<file path="config.mk">
export PLATFORM = sky130hd
export DESIGN_NAME = enc_top
export DESIGN_NICKNAME = d
export VERILOG_FILES = /design/src/rtl/enc_pkg.sv /design/src/rtl/enc_sync.sv /design/src/rtl/enc_top.sv
export SDC_FILE = /design/constraint.sdc
export NUM_CORES = 1
export LEC_CHECK = 0
export BUFFER_PORTS_ARGS = -buffer_cell sky130_fd_sc_hd__buf_2
export CORE_MARGIN = 2
export CORE_UTILIZATION = 50
export DETAILED_ROUTE_END_ITERATION = 16
export HOLD_SLACK_MARGIN = 0.06
export PLACE_DENSITY = 0.76
export SETUP_SLACK_MARGIN = 0.02
export SYNTH_ARGS = -nofsm -noshare
export SYNTH_HDL_FRONTEND = slang
export SYNTH_SLANG_ARGS = --single-unit
</file>
<file path="constraint.sdc">
create_clock -name clk_i -period 6.46 [get_ports clk_i]
set_input_delay 0.323 -clock clk_i [delete_from_list [all_inputs] [get_ports clk_i]]
set_output_delay 0.323 -clock clk_i [all_outputs]
set_load 0.1 [all_outputs]
</file>
<file path="src/rtl/enc_pkg.sv">
// constants, types and helper functions for the incremental encoder interface
package enc_pkg;

	// ************************************************
	// register map, word aligned byte addresses
	// ************************************************
	localparam logic [7:0] ADDR_CTRL = 8'h00;
	localparam logic [7:0] ADDR_IO = 8'h04;
	localparam logic [7:0] ADDR_STAT = 8'h08;
	localparam logic [7:0] ADDR_POS = 8'h0c;
	localparam logic [7:0] ADDR_IDX = 8'h10;
	localparam logic [7:0] ADDR_TMR = 8'h14;
	localparam logic [7:0] ADDR_VEL = 8'h18;
	localparam logic [7:0] ADDR_INIT = 8'h1c;
	localparam logic [7:0] ADDR_LEC = 8'h20;

	// ************************************************
	// field positions and masks
	// ************************************************
	localparam int CTL_EN = 15;
	localparam int CTL_SIDL = 13;
	localparam int CTL_PIMOD_LSB = 10;
	localparam int CTL_IMV_B = 9;
	localparam int CTL_IMV_A = 8;
	localparam int CTL_DIV_LSB = 4;
	localparam int CTL_DIRSEL = 3;
	localparam int CTL_GATE_ENABLE = 2;
	localparam int CTL_CCM_LSB = 0;
	localparam logic [15:0] CTRL_WMASK = 16'hbf7f;  // bits 14 and 7 read as zero
	localparam int IO_LSB = 4;  // io control field sits above the four pin levels
	localparam int IO_SWAP = 0;
	localparam int IO_A_INV = 1;
	localparam int IO_B_INV = 2;
	localparam int IO_IDX_INV = 3;
	localparam int IO_HOME_INV = 4;
	localparam int STAT_DONE = 0;
	localparam logic [31:0] COUNT_RESET = 32'h0000_0000;
	localparam logic [6:0] PRE_ONES = 7'h7f;

	// ************************************************
	// modes and states
	// ************************************************
	typedef enum logic [1:0] {
		CCM_QUAD = 2'b00,
		CCM_EXT_DIR = 2'b01,
		CCM_EXT_CLK = 2'b10,
		CCM_INT_TMR = 2'b11
	} enc_ccm_e;

	typedef enum logic [2:0] {
		PIM_NONE = 3'b000,
		PIM_INDEX_RESET = 3'b001,
		PIM_NEXT = 3'b010,
		PIM_HOME_FIRST = 3'b011,
		PIM_HOME_SECOND = 3'b100,
		PIM_GE_RESET = 3'b101,
		PIM_MODULO = 3'b110,
		PIM_RESERVED = 3'b111
	} enc_pimod_e;

	typedef enum logic [2:0] {
		HM_IDLE = 3'b001,
		HM_HOMED = 3'b010,
		HM_ONE = 3'b100
	} enc_home_e;

	// ************************************************
	// carriers
	// ************************************************
	typedef struct packed {
		logic psel;
		logic penable;
		logic pwrite;
		logic [7:0] paddr;
		logic [31:0] pwdata;
	} enc_apb_req_s;

	typedef struct packed {
		logic pready;
		logic pslverr;
		logic [31:0] prdata;
	} enc_apb_rsp_s;

	typedef struct packed {
		logic phase_a_input;
		logic phase_b_input;
		logic index;
		logic home;
		logic gate;
	} enc_pins_s;

	// ************************************************
	// helpers
	// ************************************************
	// low bits of the prescaler that must all be ones for a tick
	function automatic logic [6:0] div_mask(input logic [2:0] code);
		div_mask = PRE_ONES >> (3'd7 - code);
	endfunction

	// {valid, down} for one sample pair of {a, b}
	function automatic logic [1:0] quad_step(input logic [1:0] prev, input logic [1:0] cur);
		logic [1:0] diff;
		diff = prev ^ cur;
		quad_step = {(diff == 2'b01) || (diff == 2'b10), prev[1] ^ cur[0]};
	endfunction

endpackage

</file>
<file path="src/rtl/enc_sync.sv">
// two-stage synchroniser for the encoder pins
module enc_sync
	import enc_pkg::*;
(
	input wire logic clk_i,
	input wire logic rst_n_i,
	input wire enc_pins_s raw_i,
	output enc_pins_s sync_o
);

	typedef struct packed {
		enc_pins_s meta;
		enc_pins_s stable;
	} enc_sync_s;

	enc_sync_s s;
	enc_sync_s next_s;

	// the first stage feeds only the second, so no decode sees a metastable level
	always_comb begin
		next_s.meta = raw_i;
		next_s.stable = s.meta;
	end

	always_ff @(posedge clk_i) begin
		if (!rst_n_i) begin
			s <= '0;
		end else begin
			s <= next_s;
		end
	end

	assign sync_o = s.stable;

endmodule

</file>
<file path="src/rtl/enc_top.sv">
// incremental encoder interface core with its apb register slave
//
// The implementer's own choices: the register addresses and the APB register port.
module enc_top
	import enc_pkg::*;
(
	input wire logic clk_i,
	input wire logic rst_n_i,
	input wire enc_apb_req_s apb_req_i,
	input wire enc_pins_s pins_i,
	input wire logic idle_i,
	output enc_apb_rsp_s apb_rsp_o
);

	// ************************************************
	// state
	// ************************************************
	typedef struct packed {
		logic [15:0] ctrl;
		logic [4:0] io;
		logic [31:0] pos;
		logic [31:0] idx_cnt;
		logic [31:0] timer;
		logic [31:0] ge;
		logic [31:0] lec;
		logic [15:0] vel;
		logic [6:0] pre;
		logic a_prev;
		logic b_prev;
		logic idx_prev;
		logic home_prev;
		logic arm;
		logic init_done;
		enc_home_e hm;
		logic pready;
		logic pslverr;
		logic [31:0] prdata;
	} enc_core_s;

	enc_core_s s;
	enc_core_s next_s;
	enc_pins_s pin;

	logic en;
	logic sidl;
	logic imv_a;
	logic imv_b;
	logic dirsel;
	logic gate_enable;
	logic timer_mode;
	logic run;
	logic tick;
	logic a_sw;
	logic b_sw;
	logic a_n;
	logic b_n;
	logic idx_n;
	logic home_n;
	logic match;
	logic idx_rise;
	logic home_rise;
	logic a_rise;
	logic idx_evt;
	logic cnt_raw;
	logic cnt_evt;
	logic cnt_down;
	logic wr;
	logic [1:0] step;
	logic [2:0] div;
	enc_pimod_e pimod;
	enc_ccm_e ccm;

	// ************************************************
	// input conditioning
	// ************************************************
	enc_sync u_sync (
		.clk_i(clk_i),
		.rst_n_i(rst_n_i),
		.raw_i(pins_i),
		.sync_o(pin)
	);

	// swap first, then invert, so the match compare sees decoder-side levels
	assign a_sw = s.io[IO_SWAP] ? pin.phase_b_input : pin.phase_a_input;
	assign b_sw = s.io[IO_SWAP] ? pin.phase_a_input : pin.phase_b_input;
	assign a_n = a_sw ^ s.io[IO_A_INV];
	assign b_n = b_sw ^ s.io[IO_B_INV];
	assign idx_n = pin.index ^ s.io[IO_IDX_INV];
	assign home_n = pin.home ^ s.io[IO_HOME_INV];

	// ************************************************
	// control decode
	// ************************************************
	assign en = s.ctrl[CTL_EN];
	assign sidl = s.ctrl[CTL_SIDL];
	assign imv_a = s.ctrl[CTL_IMV_A];
	assign imv_b = s.ctrl[CTL_IMV_B];
	assign dirsel = s.ctrl[CTL_DIRSEL];
	assign gate_enable = s.ctrl[CTL_GATE_ENABLE];
	assign div = s.ctrl[CTL_DIV_LSB +: 3];
	assign pimod = enc_pimod_e'(s.ctrl[CTL_PIMOD_LSB +: 3]);
	assign ccm = enc_ccm_e'(s.ctrl[CTL_CCM_LSB +: 2]);
	assign timer_mode = ccm[1];
	assign run = en & ~(sidl & idle_i);

	// prescaled tick; inputs are only looked at on ticks, hence the 2x rate advice
	assign tick = run & ((s.pre & div_mask(div)) == div_mask(div));

	// ************************************************
	// event decode
	// ************************************************
	assign step = quad_step({s.a_prev, s.b_prev}, {a_n, b_n});
	assign a_rise = tick & a_n & ~s.a_prev;
	assign idx_rise = tick & idx_n & ~s.idx_prev;
	assign home_rise = tick & home_n & ~s.home_prev;
	assign match = (a_n == imv_a) & (b_n == imv_b);
	// in quadrature mode an index counts only when both phases match
	assign idx_evt = idx_rise & ((ccm != CCM_QUAD) | match);

	// count source per mode
	assign cnt_raw = (ccm == CCM_QUAD) ? (tick & step[1]) :
		(ccm == CCM_INT_TMR) ? tick : a_rise;
	assign cnt_evt = cnt_raw & (~gate_enable | pin.gate);
	// direction select flips whatever direction the mode supplies
	assign cnt_down = dirsel ^ ((ccm == CCM_QUAD) ? step[0] :
		(ccm == CCM_EXT_DIR) ? ~b_n : 1'b0);

	// a write takes effect at the edge where the master sees pready
	assign wr = apb_req_i.psel & apb_req_i.penable & apb_req_i.pwrite & s.pready;

	// ************************************************
	// next state
	// ************************************************
	always_comb begin
		next_s = s;

		// status clear goes first so a same-cycle hardware set wins
		if (wr && apb_req_i.paddr == ADDR_STAT && apb_req_i.pwdata[STAT_DONE]) begin
			next_s.init_done = 1'b0;
		end

		// counters run only while enabled and not stopped by idle
		if (run) begin
			next_s.pre = s.pre + 7'h01;
			if (tick) begin
				next_s.a_prev = a_n;
				next_s.b_prev = b_n;
				next_s.idx_prev = idx_n;
				next_s.home_prev = home_n;
			end
			if (cnt_evt) begin
				next_s.pos = cnt_down ? s.pos - 32'h1 : s.pos + 32'h1;
				next_s.vel = cnt_down ? s.vel - 16'h1 : s.vel + 16'h1;
			end
			// interval timer measures ticks between counts, or free-runs as a timer
			if (cnt_evt && !timer_mode) begin
				next_s.timer = COUNT_RESET;
			end else if (tick) begin
				next_s.timer = s.timer + 32'h1;
			end
			// index counter follows index events, or the count source in timer modes
			if (timer_mode ? cnt_evt : idx_evt) begin
				next_s.idx_cnt = cnt_down ? s.idx_cnt - 32'h1 : s.idx_cnt + 32'h1;
			end

			// position initialisation, skipped entirely in timer modes
			if (!timer_mode) begin
				if (home_rise) begin
					next_s.hm = HM_HOMED;
				end
				unique case (pimod)
					PIM_INDEX_RESET: begin
						if (idx_evt) begin
							next_s.pos = COUNT_RESET;
						end
					end
					PIM_NEXT: begin
						if (idx_evt && s.arm) begin
							next_s.pos = s.ge;
							next_s.arm = 1'b0;
							next_s.init_done = 1'b1;
						end
					end
					PIM_HOME_FIRST: begin
						if (idx_evt && s.hm == HM_HOMED) begin
							next_s.pos = s.ge;
							next_s.hm = HM_IDLE;
							next_s.init_done = 1'b1;
						end
					end
					PIM_HOME_SECOND: begin
						if (idx_evt && s.hm == HM_HOMED) begin
							next_s.hm = HM_ONE;
						end else if (idx_evt && s.hm == HM_ONE) begin
							next_s.pos = s.ge;
							next_s.hm = HM_IDLE;
							next_s.init_done = 1'b1;
						end
					end
					PIM_GE_RESET: begin
						if (cnt_evt && s.pos == s.ge) begin
							next_s.pos = COUNT_RESET;
						end
					end
					PIM_MODULO: begin
						// wraps between the low and high compare values
						if (cnt_evt && !cnt_down && s.pos == s.ge) begin
							next_s.pos = s.lec;
						end else if (cnt_evt && cnt_down && s.pos == s.lec) begin
							next_s.pos = s.ge;
						end
					end
					default: begin
						// none and the reserved code leave the counter alone
					end
				endcase
			end
		end

		// software writes win over hardware counting; allowed while halted
		if (wr) begin
			unique case (apb_req_i.paddr)
				ADDR_CTRL: begin
					next_s.ctrl = apb_req_i.pwdata[15:0] & CTRL_WMASK;
					next_s.arm = (apb_req_i.pwdata[CTL_PIMOD_LSB +: 3] == PIM_NEXT);
				end
				ADDR_IO: next_s.io = apb_req_i.pwdata[IO_LSB +: 5];
				ADDR_POS: next_s.pos = apb_req_i.pwdata;
				ADDR_IDX: next_s.idx_cnt = apb_req_i.pwdata;
				ADDR_TMR: next_s.timer = apb_req_i.pwdata;
				ADDR_VEL: next_s.vel = apb_req_i.pwdata[15:0];
				ADDR_INIT: next_s.ge = apb_req_i.pwdata;
				ADDR_LEC: next_s.lec = apb_req_i.pwdata;
				default: begin
					// status is clear-only, unmapped writes are dropped
				end
			endcase
		end

		// apb answer: one wait cycle, then pready for exactly one cycle
		next_s.pready = apb_req_i.psel & apb_req_i.penable & ~s.pready;
		next_s.pslverr = 1'b0;
		next_s.prdata = 32'h0000_0000;
		if (apb_req_i.psel && apb_req_i.penable && !s.pready) begin
			unique case (apb_req_i.paddr)
				ADDR_CTRL: next_s.prdata = {16'h0000, s.ctrl};
				ADDR_IO: next_s.prdata = {23'h000000, s.io, home_n, idx_n, b_n, a_n};
				ADDR_STAT: next_s.prdata = {27'h0000000, s.arm, s.hm, s.init_done};
				ADDR_POS: next_s.prdata = s.pos;
				ADDR_IDX: next_s.prdata = s.idx_cnt;
				ADDR_TMR: next_s.prdata = s.timer;
				ADDR_VEL: next_s.prdata = {16'h0000, s.vel};
				ADDR_INIT: next_s.prdata = s.ge;
				ADDR_LEC: next_s.prdata = s.lec;
				default: next_s.pslverr = 1'b1;
			endcase
		end
	end

	// ************************************************
	// registers
	// ************************************************
	always_ff @(posedge clk_i) begin
		if (!rst_n_i) begin
			s <= '0;
			s.hm <= HM_IDLE;
		end else begin
			s <= next_s;
		end
	end

	assign apb_rsp_o.pready = s.pready;
	assign apb_rsp_o.pslverr = s.pslverr;
	assign apb_rsp_o.prdata = s.prdata;
endmodule

</file>
==> flow_metrics.py <==
metrics = {
    "timing": {
        "slew_headroom_pct": 15.3,
        "setup_viol": 0,
        "post-route-min-period_ns": 5.56,
        "tightestPinTransition_ns": 1.26,
        "timing.fmax_ghz": 0.180,
        "fin_tns_setup_ns": 0,
        "post-route-period-util_pct": 86.1,
        "grt_setup_unrepaired": "no",
        "hold_viol": 0,
        "worst_slack_ns": 0.898,
        "fin_worst_skew_ns": 0.0156,
        "slew_violations": 0,
    },
    "layout": {
        "design_area_sq_mm": 0.0184,
        "nNetsFinal": 2344,
        "n_antenna_cell": 0,
        "mostFrequentLayoutCells": "nand2_1, dfxtp_1, a21oi_1",
        "layout_commonest_cell": "nand2_1",
        "syn2layout_area_growth_pct": 7.72,
        "drive_above_1_share_pct": 9.02,
    },
    "synthesis": {
        "syn_nets": 2365,
        "ys.flop_type": "dfxtp_1",
        "synth_area_per_cell_sq_um": 7.65,
        "yosysSeqAreaShare_pct": 29.9,
        "synth-edff-count": 0,
        "syn_inst": 2231,
        "synth-compound-area-share_pct": 26.4,
        "ys_top_cells_by_area": "dfxtp_1, nand2_1, a21oi_1",
        "synth_xor_area_share_pct": 9.26,
        "synth_top_family_by_area": "compound AO/OA/AOI/OAI gates",
        "yosysUniqueCellTypes": 87,
        "async_flop_share_pct": 0,
        "yosys_warnings": 0,
        "synth_top_area_cell": "dfxtp_1",
        "yosys.area.top_type_share_pct": 29.9,
        "synth-seq-cells": 255,
        "synth_simple_gate_area_share_pct": 20.7,
        "synth-adder-area-share_pct": 6.21,
        "synth_mux_area_share_pct": 2.24,
        "synthesis.area_sq_mm": 0.0171,
    },
    "grt": {
        "grt_pass1_vias": 15700,
        "grt_pass1_wl_um": 92200,
        "grt_usage_pct": 32.7,
        "grt-ovfl-total": 0,
        "antenna_found_initial": 0,
        "grt_max_degree": 69,
    },
    "cts": {
        "cts.reportedPaths.clkPinSlew_ns": 0.07,
        "insertion_delay_ns": 0.56,
        "cts-buffers-inserted": 27,
        "clock_path_buffers": 3,
        "cts_setup_buffers": 0,
        "cts-root-buf": "clkbuf_16",
        "cts.sinks": 255,
        "cts_tree": "done",
        "cts-htree-levels": 1,
    },
    "drt": {
        "first_pass_iters": 9,
        "drt_iter0_markers": 2342,
        "ant_nets": 0,
        "vias": 17400,
        "wl_per_cell_um": 22.6,
        "vias_per_cell": 6.49,
        "drt-total-wl_um": 60400,
        "drc": 0,
    },
    "floorplan": {
        "dieArea_sq_mm": 0.0356,
        "ios": 85,
        "rows": 67,
        "start_util_pct": 50.8,
        "dieHeight_um": 189,
        "core_area_sq_mm": 0.0336,
        "die_w_um": 189,
    },
    "power_and_ir_drop": {
        "power.density_mw_per_mm2": 178,
        "power_mw": 3.27,
        "ir_worst_vdd_mv": 0.159,
        "power_leakage_nw": 7.30,
    },
    "critical_path": {
        "reg2reg_depth": 19,
        "cp.required_ns": 6.89,
        "path_class": "reg2reg",
        "crit_path_end_kind": "flop",
        "max_stage_delay_ns": 0.78,
        "crit_slowest_cell": "inv_2",
        "start_kind": "flop",
        "crit_fanout": 46,
        "reg2reg_from": "s[226]$_SDFFE_PN0P_",
        "arrival_ns": 5.99,
        "reg2reg_to": "s[186]$_SDFF_PN0_",
        "worstPathCellList": "mux2i_2 -> xnor2_2 -> xnor2_1 -> and2b_4 -> xnor2_4 -> inv_2 -> buf_4 -> ha_1 -> a21o_1 -> a21oi_2 -> nand2_1 -> a221o_1 -> a21oi_1 -> o21ai_1 -> a221o_1 -> a21o_1 -> a211o_1 -> a311oi_1 -> nor3_1",
        "rrSetupSlack_ns": 0.90,
    },
    "run": {
        "max-cap-violations": 0,
    },
    "place": {
        "io_buffer_count": 84,
        "post-place-ws_ns": 1.05,
        "dp_hpwl_um": 43800,
        "gp_congestion": 1.06,
        "placed_area_sq_mm": 0.0175,
    },
    "hold_path": {
        "hp-class": "in2reg",
        "worstHoldStart": "apb_req_i[41]",
        "hold_end": "apb_rsp_o[33]$_SDFF_PN0_",
        "whs_path_depth": 3,
    },
    "run_status": {
        "status": "completed",
    },
}
-- critical path: cells and delay by family, from the launching register on --
kind            cells  cell delay (ns)
compound gates      9             2.25
xor+xnor            3             0.51
fa+ha+maj           1             0.34
buf+inv             2             1.20
flops               1             0.43
mux                 1             0.32
simple gates        3             0.34
-- kinds of logic (layout without fill, tap and decap cells) --
logic type / Yosys count / in the layout
buffers and inverters: 193 / 190
AO/OA/AOI/OAI: 697 / 697
adder cells (fa/ha/maj): 83 / 83
flip-flops: 255 / 255
multiplexers: 37 / 37
AND/OR/NAND/NOR: 794 / 794
XOR/XNOR: 172 / 172
-- where the power goes --
group | total [mW] | switching, mW | internal, mW | leakage (nW)
Sequential | 1.58 | 0.00153 | 1.58 | 2.06
Clock | 1.51 | 0.665 | 0.842 | 0.403
Combinational | 0.187 | 0.133 | 0.0531 | 4.84
Total | 3.27 | 0.800 | 2.47 | 7.30
-- synthesized netlist by cell type (29+ instances only) --
library cell / count
xnor2_1: 60
mux2i_1: 29
o21ai_0: 122
nand3_1: 48
a31oi_1: 35
a21o_1: 41
nand2_1: 347
a21oi_1: 239
dfxtp_1: 255
nor2_1: 199
xor2_1: 106
buf_4: 38
a22oi_1: 69
clkbuf_1: 111
nor3_1: 54
ha_1: 80
-- per-layer routing --
layer / up-vias / part of all wire [%] / track usage [%]
li1: 7997 / - / -
met1: 8143 / 42 / 47.0
met2: 1067 / 42 / 48.2
met3: 172 / 12 / 4.86
met4: 0 / 4.7 / 14.6
met5: - / 0 / 0
-- state kept, by name, indices dropped and copies added (netlist names) --
signal         count
apb_rsp_o         34
u_sync.sync_o      5
s                198
div                3
ccm                2
imv_b              1
en                 1
pimod              3
u_sync.next_s      5
dirsel             1
gate_enable        1
imv_a              1
-- how the worst max path moves through the flow --
stage / from / to / slack [ns]
finish: s[226]$_SDFFE_PN0P_ / s[186]$_SDFF_PN0_ / 0.90
global placement: s[226]$_SDFFE_PN0P_ / s[186]$_SDFF_PN0_ / 1.15
floorplan: s[226]$_SDFFE_PN0P_ / s[193]$_SDFF_PN0_ / 0.70
global route: s[226]$_SDFFE_PN0P_ / s[186]$_SDFF_PN0_ / 0.64
detailed placement: s[226]$_SDFFE_PN0P_ / s[186]$_SDFF_PN0_ / 1.05
CTS: s[226]$_SDFFE_PN0P_ / s[186]$_SDFF_PN0_ / 1.01
-- area by class of cell --
type | count | area, sq um
tap | 448 | 561
clock buffer | 39 | 751
timing repair buffer | 121 | 711
fill | 3105 | 15200
clock inverter | 8 | 71.3
multi-input combinational | 1783 | 11100
inverter | 22 | 85.1
sequential | 255 | 5100
-- per-stage QoR --
| stage | hold slack [ns] | utilization, % | std cells |
|---|---|---|---|
| floorplan | 0.412 | - | 2231 |
| global placement | 0.417 | 52.1 | 2624 |
| detailed placement | 0.430 | 52.1 | 2624 |
| CTS | 0.0673 | 54.7 | 2676 |
| global route | 0.0956 | 54.7 | 2676 |
| finish | 0.0733 | 54.7 | 2676 |
-- timing repair --
item | in CTS | in global routing
gates resized for setup | 0 | 0
hold buffers | 5 | 0
hold endpoints to repair | 5 | 0
(Power assumes the default switching activity.)
